### config.mk
export PLATFORM = sky130hd
export DESIGN_NAME = ocs_otp_ctrl
export DESIGN_NICKNAME = d
export VERILOG_FILES = /design/src/ocs_pkg.sv /design/src/ocs_sync.sv /design/src/ocs_vop_sum.sv /design/src/ocs_otp_ctrl.sv
export SDC_FILE = /design/constraint.sdc
export NUM_CORES = 1
export LEC_CHECK = 0
export BUFFER_PORTS_ARGS = -buffer_cell sky130_fd_sc_hd__buf_2
export CORE_MARGIN = 3
export CORE_UTILIZATION = 45
export CTS_BUF_LIST = sky130_fd_sc_hd__clkbuf_8
export CTS_CLUSTER_SIZE = 30
export DETAILED_ROUTE_END_ITERATION = 7
export PLACE_DENSITY = 0.7
export REMOVE_ABC_BUFFERS = 1
export SYNTH_ARGS = -nofsm -noshare
export SYNTH_HDL_FRONTEND = slang
export SYNTH_SLANG_ARGS = --single-unit
### constraint.sdc
create_clock -name clk_i -period 5.4 [get_ports clk_i]
set_input_delay 0 -clock clk_i [delete_from_list [all_inputs] [get_ports clk_i]]
set_output_delay 0 -clock clk_i [all_outputs]
set_load 0.1 [all_outputs]
### src/ocs_pkg.sv
package ocs_pkg;

  // Calibration store layout: trim, tempco default, seal
  localparam int CAL_BITS = 9;
  localparam int TRIM_W = 5;
  localparam int TEMPCO_W = 3;
  localparam int TRIM_LSB = 4;
  localparam int TEMPCO_LSB = 1;
  localparam int SEAL_POS = 0;

  // Register byte offsets on the Wishbone slave
  localparam logic [7:0] ADDR_CMD = 8'h00;
  localparam logic [7:0] ADDR_CTRL = 8'h04;
  localparam logic [7:0] ADDR_CONTRAST = 8'h08;
  localparam logic [7:0] ADDR_STATUS = 8'h0C;
  localparam logic [7:0] ADDR_SHIFT = 8'h10;
  localparam logic [7:0] ADDR_MULT = 8'h14;

  // Field positions
  localparam int CMD_DC_POS = 8;
  localparam int CTRL_PSAVE_POS = 0;
  localparam int ST_CAL_POS = 0;
  localparam int ST_BUSY_POS = 1;
  localparam int ST_DONE_POS = 2;
  localparam int ST_PUMP_LSB = 3;
  localparam int ST_SEAL_POS = 5;

  // Command byte encodings
  localparam logic [7:0] CMD_CAL_ENTRY = 8'h82;
  localparam logic [4:0] PWR_PREFIX = 5'h05;
  localparam int PWR_HI_POS = 2;
  localparam int PWR_LO_POS = 1;
  localparam int CONT_POS = 7;
  localparam int DATA_POS = 0;

  // Reset values
  localparam logic PSAVE_RST = 1'b1;
  localparam logic [7:0] CONTRAST_RST = 8'h00;
  localparam logic [1:0] PUMP_RST = 2'h0;
  localparam logic [8:0] SHIFT_RST = 9'h000;

  // Reload time of the non-volatile cells
  localparam int REFRESH_TIME_US = 5000;
  localparam int CLK_FREQ_MHZ = 100;
  localparam int REFRESH_CYCLES = REFRESH_TIME_US * CLK_FREQ_MHZ;

  // Command byte as it arrives from the interface
  typedef struct packed {
    logic dc_sel;
    logic [7:0] bits;
  } ocs_cmd_t;

  // Shift register view of the nine calibration bits
  typedef struct packed {
    logic [TRIM_W-1:0] trim;
    logic [TEMPCO_W-1:0] tempco;
    logic seal;
  } ocs_cal_t;

endpackage

### src/ocs_sync.sv
`timescale 1ns/1ps
// Two-stage synchroniser for pins from outside the clock domain
module ocs_sync #(
  parameter int WIDTH = 1
) (
  input wire logic clk_i,
  input wire logic rst_i,
  input wire logic [WIDTH-1:0] async_i,
  output logic [WIDTH-1:0] sync_o
);
  logic [WIDTH-1:0] meta;

  // First stage feeds only the second stage
  always_ff @(posedge clk_i) begin
    if (rst_i) begin
      meta <= '0;
      sync_o <= '0;
    end else begin
      meta <= async_i;
      sync_o <= meta;
    end
  end
endmodule

### src/ocs_vop_sum.sv
`timescale 1ns/1ps
// Sums contrast with two signed 5-bit trims, clamped to 0..255
module ocs_vop_sum
  import ocs_pkg::*;
(
  input wire logic [7:0] contrast_i,
  input wire logic [TRIM_W-1:0] pad_trim_i,
  input wire logic [TRIM_W-1:0] cal_trim_i,
  output logic [7:0] sum_o
);
  logic signed [9:0] pad_ext;
  logic signed [9:0] cal_ext;
  logic signed [9:0] total;

  // Two's complement trims, sign extended to the adder width
  assign pad_ext = 10'(signed'(pad_trim_i));
  assign cal_ext = 10'(signed'(cal_trim_i));
  assign total = signed'({2'b00, contrast_i}) + pad_ext + cal_ext;
  // Final adder protects against both ends
  assign sum_o = total[9] ? 8'h00 :
                 (total > 10'sd255) ? 8'hFF : total[7:0];
endmodule

### src/ocs_otp_ctrl.sv
`timescale 1ns/1ps
module ocs_otp_ctrl
  import ocs_pkg::*;
#(
  parameter int unsigned RELOAD_CYCLES = REFRESH_CYCLES
) (
  input wire logic clk_i,
  input wire logic rst_i,
  input wire logic wb_cyc_i,
  input wire logic wb_stb_i,
  input wire logic wb_we_i,
  input wire logic [7:0] wb_adr_i,
  input wire logic [3:0] wb_sel_i,
  input wire logic [31:0] wb_dat_i,
  output logic [31:0] wb_dat_o,
  output logic wb_ack_o,
  input wire logic [CAL_BITS-1:0] otp_cell_i,
  input wire logic [TRIM_W-1:0] glass_trim_pads_i,
  input wire logic prog_voltage_i,
  output logic [7:0] mult_ctrl_o,
  output logic [TEMPCO_W-1:0] tempco_sel_o,
  output logic [1:0] pump_ctrl_o,
  output logic otp_prog_en_o,
  output logic [CAL_BITS-1:0] otp_prog_data_o,
  output logic cal_mode_o
);
  localparam int CNT_W = $clog2(RELOAD_CYCLES + 1);
  localparam logic [CNT_W-1:0] CNT_LAST = CNT_W'(RELOAD_CYCLES - 1);

  typedef enum logic {OCS_NORMAL, OCS_SHIFT} ocs_mode_t;

  ocs_mode_t mode;
  ocs_cal_t shift_reg;
  ocs_cmd_t cmd;
  logic power_save;
  logic [7:0] contrast;
  logic [1:0] pump;
  logic busy;
  logic refreshed;
  logic [CNT_W-1:0] cnt;
  logic [CAL_BITS-1:0] cells_s;
  logic [TRIM_W-1:0] pads_s;
  logic prog_v_s;
  logic [7:0] vop_sum;

  // Pins from outside the domain are synchronised first
  ocs_sync #(.WIDTH(CAL_BITS + TRIM_W + 1)) u_sync (
    .clk_i(clk_i),
    .rst_i(rst_i),
    .async_i({otp_cell_i, glass_trim_pads_i, prog_voltage_i}),
    .sync_o({cells_s, pads_s, prog_v_s})
  );

  // Multiplier value built from the live shift register
  ocs_vop_sum u_sum (
    .contrast_i(contrast),
    .pad_trim_i(pads_s),
    .cal_trim_i(shift_reg.trim),
    .sum_o(vop_sum)
  );

  // Bus decode
  logic req;
  logic wr_fire;
  logic rd_take;
  logic cmd_fire;
  logic ctrl_wr;
  logic contrast_wr;
  assign req = wb_cyc_i & wb_stb_i;
  // Writes take effect on the edge where ack is sampled high
  assign wr_fire = req & wb_we_i & wb_ack_o;
  assign rd_take = req & ~wb_ack_o;
  assign cmd = ocs_cmd_t'(wb_dat_i[CMD_DC_POS:0]);
  assign cmd_fire = wr_fire & (wb_adr_i == ADDR_CMD)
                    & (wb_sel_i[1:0] == 2'b11) & ~cmd.dc_sel;
  assign ctrl_wr = wr_fire & (wb_adr_i == ADDR_CTRL) & wb_sel_i[0];
  assign contrast_wr = wr_fire & (wb_adr_i == ADDR_CONTRAST)
                       & wb_sel_i[0];

  // Command interpretation depends on the mode
  logic in_cal;
  logic shift_fire;
  logic shift_exit;
  logic entry_hit;
  logic entry_ok;
  logic pwr_hit;
  logic psave_exit;
  logic reload_req;
  logic reload_end;
  assign in_cal = (mode == OCS_SHIFT);
  assign shift_fire = cmd_fire & in_cal;
  assign shift_exit = shift_fire & ~cmd.bits[CONT_POS];
  assign entry_hit = cmd_fire & ~in_cal
                     & (cmd.bits == CMD_CAL_ENTRY);
  // Seal only trusted after a full reload
  assign entry_ok = refreshed & ~busy & ~shift_reg.seal;
  assign pwr_hit = cmd_fire & ~in_cal
                   & (cmd.bits[7:3] == PWR_PREFIX)
                   & cmd.bits[DATA_POS];
  assign psave_exit = ctrl_wr & power_save
                      & ~wb_dat_i[CTRL_PSAVE_POS];
  // In power-save the pump bits move but no reload starts
  assign reload_req = (pwr_hit & ~power_save) | psave_exit;
  assign reload_end = busy & (cnt == CNT_LAST);

  // Bus answer: one wait state, then ack for one cycle
  always_ff @(posedge clk_i) begin
    if (rst_i) begin
      wb_ack_o <= 1'b0;
    end else begin
      wb_ack_o <= rd_take;
    end
  end

  // Read multiplexer; unmapped offsets read as zero
  logic [31:0] rd_data;
  assign rd_data =
    (wb_adr_i == ADDR_CTRL) ? 32'(power_save) :
    (wb_adr_i == ADDR_CONTRAST) ? 32'(contrast) :
    (wb_adr_i == ADDR_STATUS) ?
      32'({shift_reg.seal, pump, refreshed, busy, in_cal}) :
    (wb_adr_i == ADDR_SHIFT) ? 32'(shift_reg) :
    (wb_adr_i == ADDR_MULT) ? 32'(mult_ctrl_o) : 32'h0000_0000;

  always_ff @(posedge clk_i) begin
    if (rst_i) begin
      wb_dat_o <= 32'h0000_0000;
    end else if (rd_take) begin
      wb_dat_o <= rd_data;
    end
  end

  // Software controls, independent of a running reload
  always_ff @(posedge clk_i) begin
    if (rst_i) begin
      power_save <= PSAVE_RST;
      contrast <= CONTRAST_RST;
      pump <= PUMP_RST;
    end else begin
      if (ctrl_wr) begin
        power_save <= wb_dat_i[CTRL_PSAVE_POS];
      end
      if (contrast_wr) begin
        contrast <= wb_dat_i[7:0];
      end
      if (pwr_hit) begin
        pump <= {cmd.bits[PWR_HI_POS], cmd.bits[PWR_LO_POS]};
      end
    end
  end

  // Mode machine; reset drops straight back to normal
  ocs_mode_t next_mode;
  always_comb begin
    next_mode = mode;
    case (mode)
      OCS_NORMAL: begin
        if (entry_hit & entry_ok) begin
          next_mode = OCS_SHIFT;
        end
      end
      OCS_SHIFT: begin
        if (shift_exit) begin
          next_mode = OCS_NORMAL;
        end
      end
      default: begin
        next_mode = OCS_NORMAL;
      end
    endcase
  end

  always_ff @(posedge clk_i) begin
    if (rst_i) begin
      mode <= OCS_NORMAL;
    end else begin
      mode <= next_mode;
    end
  end

  // Reload timer; a new request restarts the full wait
  always_ff @(posedge clk_i) begin
    if (rst_i) begin
      busy <= 1'b0;
      cnt <= '0;
      refreshed <= 1'b0;
    end else if (reload_req) begin
      busy <= 1'b1;
      cnt <= '0;
    end else if (reload_end) begin
      busy <= 1'b0;
      refreshed <= 1'b1;
    end else if (busy) begin
      cnt <= cnt + 1'b1;
    end
  end

  // Shift register: the only view of the cells
  // A finishing reload wins over a shift in the same cycle
  always_ff @(posedge clk_i) begin
    if (rst_i) begin
      shift_reg <= ocs_cal_t'(SHIFT_RST);
    end else if (reload_end) begin
      shift_reg <= ocs_cal_t'(cells_s);
    end else if (shift_fire) begin
      // MSB first, seal lands last at bit 0
      shift_reg <= {shift_reg[CAL_BITS-2:0], cmd.bits[DATA_POS]};
    end
  end

  // Outputs, all registered
  always_ff @(posedge clk_i) begin
    if (rst_i) begin
      mult_ctrl_o <= 8'h00;
      tempco_sel_o <= '0;
      pump_ctrl_o <= PUMP_RST;
      otp_prog_en_o <= 1'b0;
      otp_prog_data_o <= '0;
      cal_mode_o <= 1'b0;
    end else begin
      mult_ctrl_o <= vop_sum;
      tempco_sel_o <= shift_reg.tempco;
      pump_ctrl_o <= pump;
      // Cells can only be burned inside the mode
      otp_prog_en_o <= in_cal & prog_v_s;
      otp_prog_data_o <= in_cal ? shift_reg : '0;
      cal_mode_o <= in_cal;
    end
  end
endmodule

Yosys cells after proc, flatten, opt, wreduce, memory -nomap -nowiden
Index checks and enable logic that the tools add are counted.
Widths: inputs -> output; s select.
- order comparisons: 1
- equal/unequal tests: 9
- mux-type cells: 13
- reductions and logical operators: 8
- add/subtract/negate cells: 3
- bitwise gates (word level): 36
- operators with widths (kind ; count):
    $mux 9 ; 6
    $and 1x1->1 ; 25
    $add 19x1->19 const B ; 1
    $eq 19x19->1 const B ; 1
    $eq 8x4->1 const B ; 2
    $eq 8x5->1 const B ; 2
    $mux 8 ; 2
    $add 10x5->10 ; 1
    $add 9x5->10 ; 1
    $gt 10x9->1 const B ; 1
    $not 1->1 ; 10
    $eq 8x3->1 const B ; 1
    $eq 8x8->1 const B ; 1
    $logic_not 8->1 ; 1
    $reduce_or 2->1 ; 3
    $eq 5x3->1 const B ; 1
    $mux 1 ; 4
    $reduce_and 2->1 ; 2
    $reduce_bool 2->1 ; 2
    $eq 2x2->1 const B ; 1
    $pmux 1 s2 ; 1
    $or 1x1->1 ; 1
- output and inout bits: 57
- bits of input ports: 64
- bits in registers: 129
- logic and storage cells: 90

Longest topological paths before layout
- depth in word-level cells: 13
- depth in mapped cells: 11
- gate-level depth less buffers: 11

By module
From an unflattened synthesis, not the netlist that was laid out.
- cell total of the unflattened synthesis: 507
- area total of the unflattened synthesis: 5002.3 sq um
- by module, submodules not included (module ; instances ; area each (sq um) ; cells each ; seq. area each (sq um)):
    ocs_otp_ctrl ; 1 ; 3490.8 ; 374 ; 1521.5
    ocs_sync ; 1 ; 882.1 ; 63 ; 600.6
    ocs_vop_sum ; 1 ; 629.4 ; 70 ; 0.0

Worst setup path after synthesis
Ideal clock, no wire load.
- kind: reg2reg
- start: reg shift_reg[5] (netlist name)
- end: reg mult_ctrl_o[3]
- cell stages (with the launch flop): 12
- period minus slack after synthesis: 2.927 ns
- data arrival time: 2.869 ns
- required time: 5.342 ns
- path slack: 2.473 ns
- setup time: 0.058 ns
- path buffers: 0
- path through: dfxtp_1 > inv_1 > fa_1 > inv_1 > ha_1 > fa_1 > a21oi_1 > o211ai_1 > a21oi_1 > or4bb_1 > nand4b_1 > o21a_1
- longest elaborated chain between the ends: 3
- ends and longest elaborated chain (element ; RTL line ; source):
    from (decl) ; ocs_otp_ctrl.sv:33 ; ocs_cal_t shift_reg;
    from (signal assigned) ; ocs_otp_ctrl.sv:202 ; shift_reg <= ocs_cal_t'(SHIFT_RST);
    from (signal assigned) ; ocs_otp_ctrl.sv:204 ; shift_reg <= ocs_cal_t'(cells_s);
    from (signal assigned) ; ocs_otp_ctrl.sv:207 ; shift_reg <= {shift_reg[CAL_BITS-2:0], cmd.bits[DATA_POS]};
    $add 10x5->10 (*) ; ocs_vop_sum.sv:18 ; assign total = signed'({2'b00, contrast_i}) + pad_ext + cal_ext;
    $gt 10x9->1 ; ocs_vop_sum.sv:21 ; (total > 10'sd255) ? 8'hFF : total[7:0];
    $mux 8 ; ocs_vop_sum.sv:21 ;
    to (signal assigned) ; ocs_otp_ctrl.sv:221 ; mult_ctrl_o <= vop_sum;
    to (decl) ; ocs_otp_ctrl.sv:20 ; output logic [7:0] mult_ctrl_o,
Mark *: on every way between the ends. The rest lies on a longest branch, timed or not.
A chain may end at the register's enable or synchronous reset.

Worst setup path after layout
Same ends and word-level chain as after synthesis.

==> results.yml <==
finish:
  top_register: "cnt"
  syn2layout_area_growth_pct: 18.2
  largest_reg_flops: 19
  drive_gt1_share_pct: 17.4
  post-route-util_pct: 55.4
  diodes: 0
  final_cell_area_um2: 5490
  nNetsFinal: 654
  top_regs: "cnt (19), u_sync.meta (15), u_sync.sync_o (15)"
sta:
  min_period_over_period_pct: 61.2
  worst_slack_ns: 2.09
  setup_violations: 0
  fmax_ghz: 0.302
  worst_pin_slew_ns: 0.992
  finalCriticalPeriod_ns: 3.31
  fin_tns_setup_ns: 0
  final_hold_viol_count: 0
  slew_violations: 0
  timing.hold.ws_ns: 0.0855
  relSlewSlack_pct: 33.3
  grt_setup_unrepaired: "no"
  finClkSkew_ns: 0.00987
global_route:
  grt_max_degree: 43
  overflow: 0
  grt_pass1_wl_um: 15800
  grt_util_all_layers_pct: 17.5
  grt_pass1_vias: 3261
  antenna_found_initial: 0
logic_synthesis:
  synth_area_um2: 4640
  synth_cell_types: 53
  synth_largest_area_cell: "dfxtp_1"
  synth_top_area_share_pct: 45.7
  synth-edff-count: 0
  ys_warn_count: 0
  synth-async-reset-ratio_pct: 0
  ys_seq_area_share_pct: 45.7
  ys_top_cells_by_area: "dfxtp_1, mux2i_1, nor2_1, nor2b_1, fa_1"
  synth-seq-cells: 106
  avgSynthCellArea_um2: 9.72
  synth-main-ff-cell: "dfxtp_1"
  synth_cells: 478
placement:
  post_dp_cell_area_um2: 5030
  portBuffers: 72
  gp_congestion: 0.873
  dp_hpwl_um: 7010
  dp_slack_ns: 2.17
floorplanning:
  initial_utilization_pct: 46.9
  num_rows: 36
  coreArea_um2: 9910
  die_w_um: 108
  dieHeight_um: 108
  io_pins: 121
  die_area_um2: 11600
power:
  power_leakage_nw: 2.38
  max-vdd-ir-drop_mv: 0.147
  power.density_nw_per_um2: 279
critical_path:
  worstSetupStartpointType: "flop"
  max_stage_delay_ns: 0.53
  cp_max_fo: 5
  reg2reg_from: "shift_reg[5]"
  cp_slowest_cell: "fa_1"
  startpoint: "shift_reg[5]"
  cp_cell_sequence: "inv_1 > fa_1 > inv_1 > ha_1 > fa_1 > a21oi_1 > o211ai_1 > a21oi_1 > or4bb_1 > nand4b_1 > o21a_1"
  critPathRequiredTime_ns: 5.72
  worstPathArrival_ns: 3.63
  critPathCaptureType: "flop"
  crit_type: "reg2reg"
outcome:
  status: "complete, no violations"
job:
  cap_violations: 0
cts:
  numCtsBuffers: 9
  clkLatencyLatePin_ns: 0.37
  clock_path_buffers: 2
  htreeDepth: 3
  root_buffer: "clkbuf_8"
  cts-resized-gates: 0
  post-cts-setup-buffers: 0
  clock-sinks: 106
  cts.clk_slew.worst_paths_ns: 0.10
  holdBufCountCts: 23
  cts_tree: "built"
routing:
  drtPass1Iterations: 4
  wire_per_inst_um: 13.7
  drt_iter0_markers: 141
  vias: 3478
  drt-total-wl_um: 9690
  drt.antenna.violating_nets: 0
  drcViolationCount: 0
  viasPerCell: 4.91
worst_hold_path:
  min_path_type: "in2reg"
  hp-start: "rst_i"
## cells by family after synthesis
family | after synthesis | synth area share (%)
adder cells (fa/ha/maj) | 20 | 7.00
XOR/XNOR | 24 | 4.53
other | 1 | 0.0807
AND/OR/NAND/NOR | 192 | 22.3
buffers and inverters | 54 | 6.41
multiplexers | 27 | 5.85
AO/OA/AOI/OAI | 54 | 8.14
flip-flops | 106 | 45.7
## cells in the mapped netlist (3+ instances only)
cell type	n
a211oi_1	11
a21boi_0	3
a21oi_1	9
a221oi_1	5
and2_1	10
buf_4	25
clkbuf_1	11
dfxtp_1	106
fa_1	10
ha_1	10
inv_1	17
mux2i_1	26
nand2_1	23
nand3_1	11
nand4_1	7
nand4b_1	3
nor2_1	66
nor2b_1	38
nor3_1	7
nor3b_1	3
nor4_1	4
nor4b_1	3
o21a_1	5
o21ai_0	7
or3_1	3
xnor2_1	10
xor2_1	14
## per-layer routing
metal  track usage, %  vias up  part of all wire [%]
met3             3.54       12                   6.6
met5                0        -                     0
li1                 -     1757                     -
met4             6.76        0                   1.6
met1             23.5     1593                    46
met2             27.9      116                    46
## cells in the final DEF (no fill, tap or decap), types with 2 or more instances in the layout
cell / instances
dfxtp_1: 106
buf_2: 72
nor2_1: 66
nor2b_1: 38
mux2i_1: 26
nand2_1: 23
conb_1: 23
dlygate4sd3_1: 23
inv_1: 17
xor2_1: 14
nand3_1: 11
a211oi_1: 11
clkbuf_8: 11
xnor2_1: 10
and2_1: 10
fa_1: 10
ha_1: 10
a21oi_1: 9
o21ai_0: 7
nor3_1: 7
nand4_1: 7
a221oi_1: 5
o21a_1: 5
nor4_1: 4
or3_1: 3
nor4b_1: 3
nor3b_1: 3
nand4b_1: 3
a21boi_0: 3
a222oi_1: 2
or2_2: 2
o22ai_1: 2
o211ai_1: 2
o21bai_1: 2
inv_6: 2
bufinv_16: 2
## worst paths after layout
| check | slack [ns] | end | depth (start not counted) |
|---|---|---|---|
| setup / recovery | 2.09 | mult_ctrl_o[3] | 11 |
| hold / removal | 0.09 | contrast[7] | 2 |
| setup reg to reg | 2.09 | mult_ctrl_o[3] | 11 |
| hold reg to reg | 0.44 | otp_prog_en_o | 1 |
## critical path, delay by kind of cell, from the launching register on
family | cells | cell delay (ns)
buf+inv | 2 | 0.15
fa+ha+maj | 3 | 1.15
simple gates | 2 | 0.74
compound gates | 4 | 0.78
flops | 1 | 0.42
## per-stage QoR
step | cells | total power [W]
after floorplan | 463 | 0.000945
after global placement | 669 | 0.000984
after detailed placement | 669 | 0.000985
after CTS | 708 | 0.00155
after global routing | 708 | 0.00160
final | 708 | 0.00153
## cell type report
cell class                      instances  area [um2]
Clock inverter                          5        82.6
Inverter                               17        63.8
Timing Repair Buffer                   96         598
Clock buffer                           11         151
Multi-Input combinational cell        340        2310
Sequential cell                       106        2120
Tap cell                              133         166
Fill cell                             897        4420
## power by group
group	total, W	switching [W]	internal [W]	leakage (nW)
registers	0.000801	0.00000543	0.000795	0.862
logic	0.000179	0.000139	0.0000406	1.40
clock network	0.000554	0.000265	0.000289	0.120
No activity file was read; power rests on OpenSTA's default activity.
